$ cat config.mk
export PLATFORM = sky130hd
export DESIGN_NAME = wdg_top
export DESIGN_NICKNAME = d
export VERILOG_FILES = /design/src/pkg/wdg_pkg.sv /design/src/core/wdg_top.sv /design/src/core/wdg_prescaler.sv /design/src/core/wdg_rst_track.sv
export SDC_FILE = /design/constraint.sdc
export NUM_CORES = 1
export LEC_CHECK = 0
export BUFFER_PORTS_ARGS = -buffer_cell sky130_fd_sc_hd__buf_2
export CAP_MARGIN = 20
export CORE_MARGIN = 10
export CORE_UTILIZATION = 59
export DETAILED_ROUTE_END_ITERATION = 7
export GPL_ROUTABILITY_DRIVEN = 0
export PLACE_DENSITY_LB_ADDON = 0.25
export SLEW_MARGIN = 20
export SYNTH_ARGS = -nofsm -noshare
export SYNTH_HDL_FRONTEND = slang
export SYNTH_SLANG_ARGS = --single-unit
$ cat constraint.sdc
create_clock -name ref_clk_in -period 9.25 [get_ports ref_clk_in]
set_clock_uncertainty 0.2 [all_clocks]
set_input_delay 0.4625 -clock ref_clk_in [delete_from_list [all_inputs] [get_ports ref_clk_in]]
set_output_delay 0.4625 -clock ref_clk_in [all_outputs]
set_load 0.02 [all_outputs]
$ cat src/pkg/wdg_pkg.sv
package wdg_pkg;

	// register addresses on the plain register port
	localparam logic [15:0] CTRL_ADDR = 16'hFFAE;
	localparam logic [15:0] CNT_ADDR = 16'hFFAC;

	// control word field positions
	localparam int RELOAD_LSB = 8;
	localparam int FINE_BIT = 7;
	localparam int FLAGS_LSB = 1;
	localparam int COARSE_BIT = 0;

	// flag vector order inside the four-bit flag field
	localparam int LHW_IDX = 3;
	localparam int SHW_IDX = 2;
	localparam int SW_IDX = 1;
	localparam int WDF_IDX = 0;

	// reset values, count maximum and service low byte
	localparam logic [15:0] CNT_RESET = 16'h0000;
	localparam logic [15:0] CNT_MAX = 16'hFFFF;
	localparam logic [7:0] RELOAD_RESET = 8'h00;
	localparam logic [3:0] FLAGS_RESET = 4'h0;
	localparam logic [7:0] LOW_BYTE_CLEAR = 8'h00;

	// prescaler exponent: base plus fine plus coarse step
	localparam logic [3:0] PRE_BASE_EXP = 4'h1;
	localparam logic [3:0] PRE_COARSE_EXP = 4'h6;

	// reset handling state, one-hot
	typedef enum logic [2:0] {
		ST_RUN = 3'b001,
		ST_WAIT = 3'b010,
		ST_SEQ = 3'b100
	} wdg_state_t;

	// last prescaler count before a tick: 2^(1+fine+6*coarse) - 1
	function automatic logic [7:0] presc_last(input logic fine, input logic coarse);
		logic [3:0] e;
		logic [8:0] d;
		e = PRE_BASE_EXP + {3'h0, fine} + (coarse ? PRE_COARSE_EXP : 4'h0);
		d = 9'h001 << e;
		return d[7:0] - 8'h01;
	endfunction

endpackage

$ cat src/core/wdg_top.sv
`timescale 1ns/1ps
// How it works
// RULE1: current count is readable only; register writes never alter it.
// RULE2: after reset the watchdog runs enabled from zero at clock over two.
// RULE3: prescaler divides by two to the power one plus fine plus six coarse.
// RULE4: disable works only before the first end-of-init or service.
// RULE5: hardware reset into boot loader starts disabled; its ending reset re-enables.
// RULE6: an enabled watchdog keeps counting in every CPU state, idle included.
// RULE7: count at maximum overflows, requests reset, drops reset out, sets flag.
// RULE8: bidirectional mode pulls reset in low and records long hardware reset.
// RULE9: reset request waits for a running external bus cycle to finish.
// RULE10: service clears low byte and loads high byte from reload field.
// RULE11: watchdog flag cleared by service and by hardware reset.
// RULE12: malformed service raises protection fault trap and does not service.
// RULE13: end-of-init clears all four reset indication flags.
// RULE14: control: reload 15..8, fine 7, flags 4..1, coarse 0.
// RULE15: service to overflow takes division times (65536 minus reload*256) clocks.
// RULE16: flag bits reset by source; reload and other fields reset to zero.
// RULE17: software should rewrite control before every service.
// RULE18: flag effects per reset source as software, watchdog, short, long.
// RULE19: hardware reset is long if reset in still low at sequence end.
// RULE20: CPU signals service, disable and end-of-init as one-cycle pulses.
module wdg_top (
	input wire logic ref_clk_in,
	input wire logic rst_in,
	input wire logic ce_in,
	input wire logic [15:0] reg_addr_in,
	input wire logic [15:0] reg_wdata_in,
	input wire logic reg_wr_in,
	input wire logic reg_rd_in,
	output logic [15:0] reg_rdata_out,
	input wire logic service_watchdog_op_in,
	input wire logic service_fmt_ok_in,
	input wire logic disable_watchdog_op_in,
	input wire logic end_init_op_in,
	output logic prot_fault_trap_out,
	input wire logic seq_active_in,
	input wire logic seq_src_hw_in,
	input wire logic seq_src_sw_in,
	input wire logic boot_loader_mode_in,
	input wire logic bidir_reset_en_in,
	input wire logic ext_bus_busy_in,
	output logic wdg_reset_req_out,
	output logic reset_out_pin_n_out,
	input wire logic reset_in_pin_n_in,
	output logic reset_in_pin_n_out,
	output logic reset_in_pin_oe_out,
	output logic watchdog_enabled_out
);
	logic [15:0] count_ff;
	logic [7:0] reload_ff;
	logic fine_ff;
	logic coarse_ff;
	logic [3:0] flags_ff;
	logic enabled_ff;
	logic dis_win_ff;
	logic trap_ff;
	logic reset_out_pin_n_ff;
	logic rin_s1_ff;
	logic rin_s2_ff;
	logic [15:0] rdata_ff;
	wdg_pkg::wdg_state_t state_ff;
	wdg_pkg::wdg_state_t nxt_state;
	logic [15:0] nxt_count;
	logic [7:0] nxt_reload;
	logic nxt_fine;
	logic nxt_coarse;
	logic [3:0] nxt_flags;
	logic nxt_enabled;
	logic nxt_dis_win;
	logic nxt_reset_out_pin_n;
	logic [15:0] nxt_rdata;
	logic tick;
	logic [7:0] presc_cnt;
	logic svc_ok;
	logic svc_bad;
	logic count_run;
	logic ovf;
	logic ctrl_wr;
	logic seq_end;
	logic [3:0] trk_flags;
	logic start_en;
	logic [15:0] ctrl_word;
	logic in_run;

	// reset in pin crosses in through two flops
	always_ff @(posedge ref_clk_in or posedge rst_in) begin
		if (rst_in) begin
			rin_s1_ff <= 1'b1;
			rin_s2_ff <= 1'b1;
		end else if (ce_in) begin
			rin_s1_ff <= reset_in_pin_n_in;
			rin_s2_ff <= rin_s1_ff;
		end
	end

	// divider restarts on service and during the reset sequence
	wdg_prescaler #(
		.CNT_W(8)
	) u_presc (
		.ref_clk_in(ref_clk_in),
		.rst_in(rst_in),
		.ce_in(ce_in),
		.clr_in(seq_active_in | svc_ok),
		.fine_in(fine_ff),
		.coarse_in(coarse_ff),
		.tick_out(tick),
		.cnt_out(presc_cnt)
	);

	// reset source bookkeeping at the end of each internal sequence
	wdg_rst_track u_track (
		.ref_clk_in(ref_clk_in),
		.rst_in(rst_in),
		.ce_in(ce_in),
		.seq_active_in(seq_active_in),
		.src_hw_in(seq_src_hw_in),
		.src_sw_in(seq_src_sw_in),
		.src_wdg_in(state_ff == wdg_pkg::ST_SEQ),
		.bidir_in(bidir_reset_en_in),
		.pin_low_in(~rin_s2_ff),
		.bsl_in(boot_loader_mode_in),
		.flags_in(flags_ff),
		.seq_end_out(seq_end),
		.flags_out(trk_flags),
		.start_enabled_out(start_en)
	);

	// command decode; a malformed service only traps
	assign svc_ok = service_watchdog_op_in & service_fmt_ok_in & ~seq_active_in;
	assign svc_bad = service_watchdog_op_in & ~service_fmt_ok_in; // RULE12
	assign in_run = (state_ff == wdg_pkg::ST_RUN);
	// no CPU power state gates the count: idle does not reach this block
	assign count_run = enabled_ff & in_run & tick & ~seq_active_in; // RULE6
	assign ovf = count_run & (count_ff == wdg_pkg::CNT_MAX); // RULE7
	assign ctrl_wr = reg_wr_in & (reg_addr_in == wdg_pkg::CTRL_ADDR) & ~seq_active_in;

	// count: zero in sequence, reload on service, else step up; writes never reach it
	assign nxt_count = seq_active_in ? wdg_pkg::CNT_RESET : // RULE2 RULE1
		svc_ok ? {reload_ff, wdg_pkg::LOW_BYTE_CLEAR} : // RULE10 RULE15
		(count_run & ~ovf) ? count_ff + 16'h0001 : count_ff;

	// control fields clear in any reset, software writes the rest
	assign nxt_reload = seq_active_in ? wdg_pkg::RELOAD_RESET : // RULE16
		ctrl_wr ? reg_wdata_in[wdg_pkg::RELOAD_LSB +: 8] : reload_ff; // RULE14
	assign nxt_fine = seq_active_in ? 1'b0 : ctrl_wr ? reg_wdata_in[wdg_pkg::FINE_BIT] : fine_ff;
	assign nxt_coarse = seq_active_in ? 1'b0 :
		ctrl_wr ? reg_wdata_in[wdg_pkg::COARSE_BIT] : coarse_ff;

	// flags: sequence end sets and wins over any clear in the same cycle
	assign nxt_flags = seq_end ? trk_flags : // RULE16 RULE11
		end_init_op_in ? wdg_pkg::FLAGS_RESET : // RULE13
		svc_ok ? (flags_ff & ~(4'h1 << wdg_pkg::WDF_IDX)) : flags_ff; // RULE11

	// disable honoured only while the window is still open
	assign nxt_enabled = seq_end ? start_en : // RULE2 RULE5
		(disable_watchdog_op_in & dis_win_ff & ~seq_active_in) ? 1'b0 : enabled_ff; // RULE4
	assign nxt_dis_win = seq_end ? 1'b1 : (svc_ok | end_init_op_in) ? 1'b0 : dis_win_ff; // RULE4

	// reset out stays low from overflow until software ends init
	assign nxt_reset_out_pin_n = (ovf | seq_active_in) ? 1'b0 : end_init_op_in ? 1'b1 : reset_out_pin_n_ff;

	// reset handling: wait for the bus, then ride out the sequence
	always_comb begin
		nxt_state = state_ff;
		case (state_ff)
			wdg_pkg::ST_RUN: begin
				if (ovf) begin
					nxt_state = wdg_pkg::ST_WAIT; // RULE7
				end
			end
			wdg_pkg::ST_WAIT: begin
				if (seq_active_in) begin
					nxt_state = wdg_pkg::ST_SEQ;
				end
			end
			wdg_pkg::ST_SEQ: begin
				if (!seq_active_in) begin
					nxt_state = wdg_pkg::ST_RUN;
				end
			end
			default: begin
				nxt_state = wdg_pkg::ST_RUN;
			end
		endcase
	end

	// request held back while an external bus cycle runs
	assign wdg_reset_req_out = (state_ff == wdg_pkg::ST_WAIT) & ~ext_bus_busy_in; // RULE9
	// open-drain reset in: only ever driven low
	assign reset_in_pin_n_out = 1'b0;
	assign reset_in_pin_oe_out = bidir_reset_en_in & // RULE8
		(~in_run | (seq_active_in & seq_src_sw_in));
	assign reset_out_pin_n_out = reset_out_pin_n_ff; // RULE7
	assign prot_fault_trap_out = trap_ff;
	assign watchdog_enabled_out = enabled_ff;

	// read mux; the data stand for one cycle only
	assign ctrl_word = {reload_ff, fine_ff, 2'b00, flags_ff, coarse_ff}; // RULE14
	assign nxt_rdata = ~reg_rd_in ? 16'h0000 :
		(reg_addr_in == wdg_pkg::CTRL_ADDR) ? ctrl_word :
		(reg_addr_in == wdg_pkg::CNT_ADDR) ? count_ff : 16'h0000; // RULE1
	assign reg_rdata_out = rdata_ff;

	// counter and control state
	always_ff @(posedge ref_clk_in or posedge rst_in) begin
		if (rst_in) begin
			count_ff <= wdg_pkg::CNT_RESET;
			reload_ff <= wdg_pkg::RELOAD_RESET;
			fine_ff <= 1'b0;
			coarse_ff <= 1'b0;
			state_ff <= wdg_pkg::ST_RUN;
		end else if (ce_in) begin
			count_ff <= nxt_count;
			reload_ff <= nxt_reload;
			fine_ff <= nxt_fine;
			coarse_ff <= nxt_coarse;
			state_ff <= nxt_state;
		end
	end

	// flags, enable window and outputs
	always_ff @(posedge ref_clk_in or posedge rst_in) begin
		if (rst_in) begin
			flags_ff <= wdg_pkg::FLAGS_RESET;
			enabled_ff <= 1'b1;
			dis_win_ff <= 1'b1;
			reset_out_pin_n_ff <= 1'b0;
			trap_ff <= 1'b0;
			rdata_ff <= 16'h0000;
		end else if (ce_in) begin
			flags_ff <= nxt_flags;
			enabled_ff <= nxt_enabled;
			dis_win_ff <= nxt_dis_win;
			reset_out_pin_n_ff <= nxt_reset_out_pin_n;
			trap_ff <= svc_bad;
			rdata_ff <= nxt_rdata;
		end
	end
endmodule

$ cat src/core/wdg_prescaler.sv
`timescale 1ns/1ps
module wdg_prescaler #(
	parameter int CNT_W = 8
) (
	input wire logic ref_clk_in,
	input wire logic rst_in,
	input wire logic ce_in,
	input wire logic clr_in,
	input wire logic fine_in,
	input wire logic coarse_in,
	output logic tick_out,
	output logic [CNT_W-1:0] cnt_out
);
	logic [CNT_W-1:0] cnt_ff;
	logic [CNT_W-1:0] nxt_cnt;
	logic [CNT_W-1:0] last;

	// compare with >= so a select change mid-count never runs the divider long
	assign last = CNT_W'(wdg_pkg::presc_last(fine_in, coarse_in)); // RULE3
	assign tick_out = (cnt_ff >= last) & ~clr_in;
	assign nxt_cnt = (clr_in | tick_out) ? '0 : cnt_ff + CNT_W'(1);
	assign cnt_out = cnt_ff;

	// divider count, restarted by service so the period is exact
	always_ff @(posedge ref_clk_in or posedge rst_in) begin
		if (rst_in) begin
			cnt_ff <= '0;
		end else if (ce_in) begin
			cnt_ff <= nxt_cnt;
		end
	end
endmodule

$ cat src/core/wdg_rst_track.sv
`timescale 1ns/1ps
module wdg_rst_track (
	input wire logic ref_clk_in,
	input wire logic rst_in,
	input wire logic ce_in,
	input wire logic seq_active_in,
	input wire logic src_hw_in,
	input wire logic src_sw_in,
	input wire logic src_wdg_in,
	input wire logic bidir_in,
	input wire logic pin_low_in,
	input wire logic bsl_in,
	input wire logic [3:0] flags_in,
	output logic seq_end_out,
	output logic [3:0] flags_out,
	output logic start_enabled_out
);
	logic seq_prev_ff;
	logic [3:0] hw_flags;
	logic [3:0] soft_flags;

	// end of the internal reset sequence is its falling edge
	assign seq_end_out = seq_prev_ff & ~seq_active_in;

	// hardware: long when the pin is still low at the end
	assign hw_flags = {pin_low_in | flags_in[wdg_pkg::LHW_IDX], 1'b1, 1'b1, 1'b0}; // RULE18 RULE19
	// software and watchdog: bidirectional mode also shows a long hardware reset
	assign soft_flags = {flags_in[wdg_pkg::LHW_IDX] | bidir_in, // RULE8
		flags_in[wdg_pkg::SHW_IDX] | bidir_in,
		1'b1,
		flags_in[wdg_pkg::WDF_IDX] | src_wdg_in}; // RULE18
	assign flags_out = src_hw_in ? hw_flags : ((src_sw_in | src_wdg_in) ? soft_flags : flags_in);
	// boot loader entry by hardware reset starts disabled
	assign start_enabled_out = ~(src_hw_in & bsl_in); // RULE5

	always_ff @(posedge ref_clk_in or posedge rst_in) begin
		if (rst_in) begin
			seq_prev_ff <= 1'b0;
		end else if (ce_in) begin
			seq_prev_ff <= seq_active_in;
		end
	end
endmodule

Word-level counts from Yosys, hierarchy flattened --
Index checks and enable logic that the tools add are counted.
Word-level totals: word-level logic and storage cells 113, bits in writable memories 0, memories 0, output and inout port bits 22, bits of input ports 48, register bits after elaboration 64, bits in read-only memories 0, bits in latches 0
Operators by class: multiplexer cells 29, $mul 0, div/mod/pow operators 0, reduce and logical (&&, ||, !) cells 15, add/sub/neg operators 5, eq/ne operators 10, shifts and indexed selects 1, bitwise logic cells 36, order comparisons 1
Operators by type and width (number):
- 2-to-1 mux 16 bit | 6
- equality test 16 bit (second input constant) | 3
- 2-to-1 mux 8 bit | 3
- bitwise AND 1 bit | 18
- adder 16 x 1 -> 16 bit (second input constant) | 1
- 2-to-1 mux 4 bit | 4
- 2-to-1 mux 3 bit | 4
- 2-to-1 mux 1 bit | 11
- OR 1 bit | 10
- AND reduction 2 bit | 5
- nonzero test 2 bit | 5
- case mux 3 bit (3 select lines) | 1
- adder 8 x 1 -> 8 bit (second input constant) | 1
- greater-or-equal comparator 8 bit | 1
- inverter 1 bit | 8
- << shifter 1 x 4 -> 8 bit (first input constant) | 1
- subtractor 8 x 1 -> 8 bit (second input constant) | 1
- != test 2 bit (second input constant) | 3
- AND reduction 3 bit | 2
- nonzero test 3 bit | 2
- adder 4 bit | 1
- AND reduction 4 bit | 1
- equality test 3 x 1 -> 1 bit (second input constant) | 1
- equality test 3 x 2 -> 1 bit (second input constant) | 1
- other kinds (3) | 3

Logic depth before layout (Yosys ltp) --
Gate-level depths: netlist (run 1).
word-level depth 14, gate-level depth with buffers 13, depth with buffers taken out 11

By module --
A second synthesis (run 1) with hierarchy kept.
Unflattened totals: cells, all modules 353, area total of the unflattened synthesis 3574.7 um^2
By module, submodules not included:
- wdg_top | seq. area each 1382.6 um^2, instances 1, area an instance 2830.2 um^2, cells an instance 270
- wdg_prescaler | seq. area each 200.2 um^2, instances 1, area an instance 656.9 um^2, cells an instance 70
- wdg_rst_track | seq. area each 25.0 um^2, instances 1, area an instance 87.6 um^2, cells an instance 13

Least setup slack after synthesis (run 1) --
Ideal clock, no wire load.
path kind reg2reg, start register coarse_ff, end register count_ff[6], buffers on the path 0, arrival time 2623 ps, required time 8979 ps, period minus slack after synthesis 2894 ps, cell stages (with the launch flop) 10, path slack 6356 ps, library setup time 71 ps, path through dfrtp_1 or2_2 ha_1 ha_1 o21a_1 nor2_1 o31ai_1 nand3b_1 or4_1 nand3_1
On the way: cells in the longest elaborated chain, start to end 13
Ends and longest elaborated chain:
- start: declaration | line wdg_top.sv:53 | logic coarse_ff;
- start signal: assignment | line wdg_top.sv:217 | coarse_ff <= nxt_coarse;
- 2-to-1 mux 3 bit (*) | line wdg_pkg.sv:41 | e = PRE_BASE_EXP + {3'h0, fine} + (coarse ? PRE_COARSE_EXP : 4'h0);
- adder 4 bit (*) | line wdg_pkg.sv:41
- << shifter 1 x 4 -> 8 bit (*) | line wdg_pkg.sv:42 | d = 9'h001 << e;
- subtractor 8 x 1 -> 8 bit (*) | line wdg_pkg.sv:43 | return d[7:0] - 8'h01;
- greater-or-equal comparator 8 bit (*) | line wdg_prescaler.sv:20 | assign tick_out = (cnt_ff >= last) & ~clr_in;
- bitwise AND 1 bit (*) | line wdg_prescaler.sv:20
- bitwise AND 1 bit (*) (2 in a row) | line wdg_top.sv:134 | assign count_run = enabled_ff & in_run & tick & ~seq_active_in;
- bitwise AND 1 bit | line wdg_top.sv:135 | assign ovf = count_run & (count_ff == wdg_pkg::CNT_MAX);
- inverter 1 bit | line wdg_top.sv:141 | (count_run & ~ovf) ? count_ff + 16'h0001 : count_ff;
- bitwise AND 1 bit (*) | line wdg_top.sv:141
- nonzero test 3 bit (no source line) (*)
- AND reduction 2 bit (no source line) (*)
- end signal: assignment | line wdg_top.sv:208 | count_ff <= wdg_pkg::CNT_RESET;
- end signal: assignment | line wdg_top.sv:214 | count_ff <= nxt_count;
- end: declaration | line wdg_top.sv:50 | logic [15:0] count_ff;
Every way passes the cells marked *; elsewhere a longest branch is shown, timed or not. A chain may end at the register's enable or synchronous reset.

Worst setup path in the final report (run 1) --
start register coarse_ff, end register count_ff[5]
Same word-level chain as after synthesis.

==> results.cfg, run 1 <==
[run_status]
outcome = finished, final reports clean

[sta]
period_share = 0.362
grt_setup_unrepaired = no
slew_headroom = 0.362
fin_tns_setup_ns = 0
worstMarginPinSlew_ns = 0.951
period_needed_ns = 3.34
max_freq_mhz = 299
hold_viol = 0
setup_ws_ns = 5.91
slew_violations = 0
setup_viol = 0

[synthesis]
async_reset_ff_frac = 1.00
ys_ff_latch = 64
avgSynthCellArea_um2 = 9.61
synthDistinctLibCells = 59
yosys_warnings = 0
synth.most_common_cell = dfrtp_1
synth_area_leaders = dfrtp_1, ha_1, dfstp_2
yosysTopAreaCell = dfrtp_1
yosys.area.top_type_share = 0.427
syn_inst = 360
synth_commonest_cells = dfrtp_1, nand2_1, inv_1, o21ai_0, nor2_1
synth_seq_area_share = 0.465
yosys_most_used_dff = dfrtp_1
synth-edff-count = 0
syn_area_um2 = 3460
synth_fp_nets = 420

[cts]
cts_setup_buffers = 0
tritoncts = yes
cts_max_level = 3
clk_latency_ns = 0.34
cts_inserted_buffers = 9
cts_hold_buf = 0
ctsResizeCount = 0
cts.path.max_buffers = 2
clk_pin_slew_ns = 0.07
cts.sinks = 64
cts-root-buf = clkbuf_8

[finish]
drive_gt1_frac = 0.219
stdcell_count = 496
multi_input_area_um2 = 1690
diodes = 0
n_fill_cell = 464
regArea_um2 = 1610
design_area_um2 = 3980
utilization = 0.710
syn2layout_area_growth_pct = 15.0
fin_nets = 480

[setup_path]
path_common_cell = ha_1
criticalPathCategory = reg2reg
crit_chain = or2_2, ha_1, ha_1, o21a_1, nor2_1, o31ai_1, nand4b_4, or3_1, a21oi_1
max_stage_delay_ns = 0.53
r2r_slack_ns = 5.91
cp_max_fo = 21
arrival_ns = 3.40
cpMaxStageDelayCell = o31ai_1
setup.worst_path.start_class = register
crit_path_end_kind = register
cp_data_required_time_ns = 9.31

[placed_design]
port-buffer-count = 62
place_ws_ns = 5.94
place_hpwl_mm = 6.16
placed_cells = 481
place_area_um2 = 3790

[drt]
vias = 2954
detail-route-antenna-nets = 0
wirelength_mm = 8.62
wl_per_cell_um = 17.4
first_pass_iters = 4
avgViaCountPerCell = 5.96
drt_iter0_drc = 257
route.detailed.drc = 0

[grt]
grt_usage = 0.199
grt_pass1_vias = 3021
grt_max_degree = 65
overflow = 0
antenna_found_initial = 0
grt_pass1_wl_mm = 14.5

[power]
ir_worst_vdd_uv = 112
leakagePower_uw = 0.00179
power.density_nw_per_um2 = 146

[floorplanning]
design.core.area_um2 = 5610
ios = 70
die_area_um2 = 9330
die_x_um = 96.6
num_rows = 27
initial_core_util = 0.617
die_h_um = 96.6

[run]
drv_cap = 0

[worst_hold_path]
min_path_type = in2reg
-- worst max-delay path: cells and delay by family (launching register included) --
kind	cells	cell delay, ns
flops	1	0.43
fa+ha+maj	2	0.59
compound gates	3	0.82
simple gates	4	1.21
-- flip-flops by register name (all words and copies together), names as in the netlist, 3 cells and up --
name,flops
reload_ff,8
count_ff,16
reg_rdata_out,16
u_presc.cnt_out,8
flags_ff,4
state_ff,3
-- final timing paths --
kind / startpoint / depth (start not counted) / end
setup / recovery: coarse_ff / 9 / count_ff[5]
hold / removal: reg_wdata_in[8] / 2 / reload_ff[0]
setup reg to reg: coarse_ff / 9 / count_ff[5]
hold reg to reg: dis_win_ff / 2 / dis_win_ff
max in group asynchronous: rst_in / 3 / state_ff[1]
min in group asynchronous: rst_in / 3 / reg_rdata_out[14]
-- per-stage QoR --
step                total power, µW  hold WS, ns
floorplan                       332        0.239
global placement                351        0.249
detailed placement              353        0.275
CTS                             586        0.130
global route                    606        0.133
finish                          582        0.134
-- where the power goes --
part	leakage (µW)	switching (µW)	internal [µW]	total [µW]
clock network	0.0000989	106	129	235
logic	0.000827	35.3	18.1	53.4
registers	0.000869	5.49	289	294
-- cell type report --
type                       instances  share of cell area
clock inverter                     4              0.0113
clock buffer                      11              0.0355
inverter                          24              0.0226
timing repair buffer              63              0.0799
sequential                        64               0.404
tap                               72              0.0226
multi-input combinational        258               0.424
-- layer usage --
metal  up-vias  global-route usage  routed length [µm]
met2        97               0.308                4080
met3        16              0.0463                 575
met1      1399               0.257                3770
met4         0              0.0981                 184
li1       1442                   -                   -
met5         -                   0                   0
-- placed cells by master, fill, tap and decap left out, types with 4 or more instances in the layout --
cell type,instances
inv_1,22
or3_1,5
o31ai_1,5
and2_1,4
a22o_1,13
o2bb2ai_1,8
nand2b_1,8
clkbuf_8,10
a31oi_1,7
nand4_1,8
nand3_1,11
ha_1,12
dfstp_2,5
nand2_1,33
nor2_1,17
nor3_1,7
a21oi_1,16
dfrtp_1,59
and3_1,5
nor2b_1,5
o21a_1,4
o21ai_1,10
buf_2,62
o21ai_0,19
a22oi_1,16
-- logic make-up (layout without fill, tap and decap cells) --
family                   count (synthesis)  count (layout)  synth area share
XOR/XNOR                                 4               4            0.0101
adder cells (fa/ha/maj)                 12              12            0.0434
multiplexers                             3               3           0.00940
other                                    2               2           0.00217
AND/OR/NAND/NOR                        120             120             0.189
buffers and inverters                   38             102            0.0481
flip-flops                              64              64             0.465
AO/OA/AOI/OAI                          117             117             0.233
Power figures use the tool's default switching activity.
==> run 2: changes to the inputs <==
--- a/config.mk
+++ b/config.mk
@@ -8,7 +8,7 @@
 export BUFFER_PORTS_ARGS = -buffer_cell sky130_fd_sc_hd__buf_2
 export CAP_MARGIN = 20
 export CORE_MARGIN = 10
-export CORE_UTILIZATION = 59
+export CORE_UTILIZATION = 55
 export DETAILED_ROUTE_END_ITERATION = 7
 export GPL_ROUTABILITY_DRIVEN = 0
 export PLACE_DENSITY_LB_ADDON = 0.25
==> constraint.sdc (replaced) <==
create_clock -name ref_clk_in -period 3.1 [get_ports ref_clk_in]
set_clock_uncertainty 0.2 [all_clocks]
set_input_delay 0.155 -clock ref_clk_in [delete_from_list [all_inputs] [get_ports ref_clk_in]]
set_output_delay 0.155 -clock ref_clk_in [all_outputs]
set_load 0.02 [all_outputs]
==> run 2 against run 1 <==
Compared with the run above:
- total power grew to 3.1 times the previous value
- fmax is 15% higher
- first-iteration DRC count is 13% higher
- count of clock-buffer cells in the layout stayed put
- critical path depth is 2 higher
- sequential share of layout area is 3.0 points lower
- cell area is 8.1% higher
- highest routed layer unchanged
==> results.cfg, run 2 (synthesized netlist as in run 1, its figures left out) <==
[finish]
stdcell_count = 533
layout_common_cells = buf_2, dfrtp_1, nand2_1
drive_gt1_frac = 0.239
fin_nets = 512
regArea_um2 = 1610
design_area_um2 = 4300
final_common_cell = buf_2
n_fill_cell = 452
syn2layout_area_growth_pct = 24.3
multi_input_area_um2 = 1700

[grt]
grt_max_degree = 43
grt_usage = 0.192
antenna_found_initial = 1
grt_pass1_vias = 3321
overflow = 0
grt_pass1_wl_mm = 15.7

[placed_design]
port-buffer-count = 62
placed_cells = 497
place_ws_ns = 0.102
place_area_um2 = 3890
place_hpwl_mm = 6.73

[power]
switching_share = 0.262
leakagePower_uw = 0.00195
finalPower_uw = 1820
ir_worst_vdd_uv = 310
seqPwrFrac = 0.482
p_sw_uw = 476
combPwrFrac = 0.108
power.density_nw_per_um2 = 423
clockPowerShare = 0.410
p_int_uw = 1340

[setup_path]
crit_path_end_kind = register
crit_chain = or2_2, ha_1, inv_1, ha_1, a211o_1, a21oi_1, o31ai_2, nand4b_4, buf_4, nand2_4, o221a_1
cp_max_fo = 9
path_common_cell = ha_1
setup.worst_path.start_class = register
r2r_slack_ns = 0.18
criticalPathCategory = reg2reg
arrival_ns = 2.95
cp_data_required_time_ns = 3.13
cpMaxStageDelayCell = dfrtp_1
max_stage_delay_ns = 0.38

[drt]
vias = 3239
avgViaCountPerCell = 6.08
detail-route-antenna-nets = 0
wirelength_mm = 9.47
drt_iter0_drc = 290
first_pass_iters = 5
wl_per_cell_um = 17.8
route.detailed.drc = 0

[cts]
cts.sinks = 64
cts-root-buf = clkbuf_8
clk_latency_ns = 0.35
clk_pin_slew_ns = 0.08
cts.path.max_buffers = 2
tritoncts = yes
cts_inserted_buffers = 9
cts_max_level = 3

[floorplanning]
initial_core_util = 0.574
ios = 70
num_rows = 28
die_h_um = 99.3
die_area_um2 = 9870
die_x_um = 99.3
design.core.area_um2 = 6030

[sta]
grt_setup_unrepaired = no
slew_headroom = 0.385
max_freq_mhz = 342
worstMarginPinSlew_ns = 0.916
period_needed_ns = 2.92
fin_tns_setup_ns = 0
setup_ws_ns = 0.179
setup_viol = 0
period_share = 0.942
slew_violations = 0
hold_viol = 0

[run]
drv_cap = 0

[run_status]
outcome = finished, final reports clean

[worst_hold_path]
min_path_type = in2reg
run 2: per-stage QoR:
stage / utilization / hold WS, ns
after global routing: 0.714 / 0.0285
after floorplan: - / 0.0836
after detailed placement: 0.646 / 0.0128
after CTS: 0.712 / 0.00814
after global placement: 0.646 / 0.000358
final: 0.714 / 0.0186
run 2: area by class of cell:
cell class,instances,area share
clock buffers,11,0.0329
well taps,75,0.0218
repair buffers,95,0.141
multi-input cells,258,0.395
diodes,1,0.000582
flip-flops and latches,64,0.374
inverters,24,0.0209
clock inverters,5,0.0148
run 2: what timing repair did:
item | 4_1_cts | 5_1_grt
hold buffers | 19 | 0
endpoints found under the setup margin | 0 | 17
endpoints found under the hold margin | 38 | 0
resized for setup | 0 | 3
setup buffers | 0 | 0
run 2: worst paths after layout:
kind / from / to / cells past startpoint
max in group asynchronous: rst_in / dis_win_ff / 4
setup / recovery: coarse_ff / count_ff[14] / 11
hold reg to reg: dis_win_ff / dis_win_ff / 2
setup reg to reg: coarse_ff / count_ff[14] / 11
min in group asynchronous: rst_in / u_presc.cnt_out[6] / 3
hold / removal: seq_src_hw_in / flags_ff[2] / 3
run 2: power groups by stage:
stage / logic, µW / clock network [µW] / registers (µW)
2_1_floorplan: 96.2 / 0 / 894
3_3_place_gp: 165 / 0 / 892
3_5_place_dp: 171 / 0 / 892
4_1_cts: 194 / 757 / 876
5_1_grt: 217 / 792 / 879
6_report: 197 / 746 / 877
run 2: critical path: cells and delay by family, from the launching register on:
kind            cells  cell delay (ns)
simple gates        3             0.60
flops               1             0.38
buf+inv             2             0.25
fa+ha+maj           2             0.45
compound gates      4             0.93
run 2: per-layer routing:
layer | up-vias | wire length (µm) | global-route usage
met5 | - | 0 | 0
met4 | 0 | 228 | 0.0959
met3 | 25 | 791 | 0.0533
met2 | 151 | 4440 | 0.302
met1 | 1551 | 4020 | 0.236
li1 | 1512 | - | -
==> run 3: changes to the inputs <==
--- a/config.mk
+++ b/config.mk
@@ -12,6 +12,7 @@
 export DETAILED_ROUTE_END_ITERATION = 7
 export GPL_ROUTABILITY_DRIVEN = 0
 export PLACE_DENSITY_LB_ADDON = 0.25
+export RECOVER_POWER = 100
 export SLEW_MARGIN = 20
 export SYNTH_ARGS = -nofsm -noshare
 export SYNTH_HDL_FRONTEND = slang
==> run 3 against run 2 <==
Compared with the run above:
- the flow now finishes with violations (max-capacitance violations, max-slew violations)
- cell area is 1.1% lower
- count of clock-buffer cells in the layout unchanged
- sequential power hardly changed
- first-iteration DRC count rose by 1.4%
- fmax down 0.78%
- register-to-register slack got worse by 0.02 ns
- sequential share of layout area grew 0.43 points
- via count grew 0.15%
- largest cell class unchanged
- highest routed layer unchanged
==> results.cfg, run 3 (synthesized netlist as in run 1, its figures left out) <==
[run_status]
outcome = finished, violations left
violations = max-capacitance violations, max-slew violations

[drt]
dr_wl_met3_um = 762
vias = 3244
wl_met1_mm = 4.10
route.detailed.drc = 0
wl_per_cell_um = 17.9
wirelength_mm = 9.53
drt_iter0_drc = 294
detail-route-antenna-nets = 0
dr_wl_met2_mm = 4.43
first_pass_iters = 5
avgViaCountPerCell = 6.09
dr.max_layer_used = met4

[cts]
cts.sinks = 64
cts_inserted_buffers = 9
cts_max_level = 3
tritoncts = yes
cts.path.max_buffers = 2
clk_latency_ns = 0.35
cts-root-buf = clkbuf_8
clk_pin_slew_ns = 0.07
cts_setup_buffers = 0

[floorplanning]
ios = 70
die_x_um = 99.3
initial_core_util = 0.574
design.core.area_um2 = 6030
die_h_um = 99.3
die_area_um2 = 9870
num_rows = 28

[setup_path]
cp_max_fo = 9
setup.worst_path.start_class = register
r2r_slack_ns = 0.16
cp_data_required_time_ns = 3.13
r2r-start = coarse_ff
ff2ff_path_depth = 11
arrival_ns = 2.97
criticalPathCategory = reg2reg
crit_path_end_kind = register
timing.rr.end = count_ff[14]

[run]
drv_cap = 1

[grt]
antenna_found_initial = 1
grt_max_degree = 43
overflow = 0
grt_usage = 0.192
grt_pass1_vias = 3321
grt_pass1_wl_mm = 15.7

[sta]
slew_violations = 32
setup_viol = 0
slew_headroom = -0.0175
period_needed_ns = 2.94
hold_viol = 0
setup_ws_ns = 0.156
period_share = 0.950
worstMarginPinSlew_ns = 1.53
grt_setup_unrepaired = no
fin_tns_setup_ns = 0
max_freq_mhz = 340

[worst_hold_path]
hold_end = flags_ff[2]
min_from = seq_src_hw_in
min_path_type = in2reg
hold_depth = 3

[placed_design]
place_ws_ns = 0.102
place_hpwl_mm = 6.73
place_area_um2 = 3890
port-buffer-count = 62
placed_cells = 497

[power]
leakagePower_uw = 0.00184
ir_worst_vdd_uv = 310
power.density_nw_per_um2 = 427

[finish]
regArea_um2 = 1610
design_area_um2 = 4250
n_fill_cell = 475
drive_gt1_frac = 0.175
stdcell_count = 533
multi_input_area_um2 = 1700
final_common_cell = dfrtp_1
layout_common_cells = dfrtp_1, buf_2, nand2_1
fin_nets = 512
syn2layout_area_growth_pct = 22.9
[run 3: cell types whose count changed in the layout (fill, tap and decap cells not counted), moves of 4 or more]
cell	previous run	this run
buf_2	62	40
o21ai_1	10	6
clkbuf_1	1	28
o21ai_0	19	23
buf_4	14	8
[run 3: per-layer routing]
metal,GRT usage,vias up
li1,-,1510
met1,0.236,1541
met2,0.302,167
met3,0.0533,26
met4,0.0959,0
met5,0,-
[run 3: report_power, final]
part	internal, µW	total [µW]	switching, µW
Clock	401	748	347
Combinational	76.7	191	115
Sequential	861	877	16.0
Total	1340	1820	478
[run 3: final cells by class]
class,count,area share
Clock inverter,5,0.0150
Multi-Input combinational cell,258,0.399
Sequential cell,64,0.378
Antenna cell,1,0.000588
Timing Repair Buffer,95,0.131
Inverter,24,0.0212
Tap cell,75,0.0221
Clock buffer,11,0.0332
[run 3: how the worst max path moves through the flow]
stage	startpoint	end	slack, ns	cells after the start
finish	coarse_ff	count_ff[14]	0.16	11
global placement	coarse_ff	count_ff[6]	0.16	9
detailed placement	coarse_ff	count_ff[6]	0.10	9
global route	coarse_ff	count_ff[7]	0.03	10
floorplan	coarse_ff	count_ff[6]	0.21	9
CTS	coarse_ff	count_ff[6]	0.08	9
[run 3: critical path: stages, from the launching register on]
cell and delay (ns):
dfrtp_1 0.38, or2_2 0.33, ha_1 0.22, inv_1 0.06, ha_1 0.23, a211o_1 0.27, a21oi_1 0.24, o31ai_2 0.16
nand4b_4 0.18, buf_4 0.21, nand2_4 0.08, o221a_1 0.27
[run 3: per-stage QoR]
step           utilization  hold slack, ns  total power [µW]
2_1_floorplan            -          0.0836               991
3_3_place_gp         0.646        0.000358              1060
3_5_place_dp         0.646          0.0128              1060
4_1_cts              0.712         0.00814              1830
5_1_grt              0.706          0.0285              1880
6_report             0.706          0.0176              1820
[run 3: what timing repair did]
action,CTS,global route
gates resized for setup,0,3
setup endpoints to repair,0,17
hold buffers,19,0
endpoints found under the hold margin,38,0
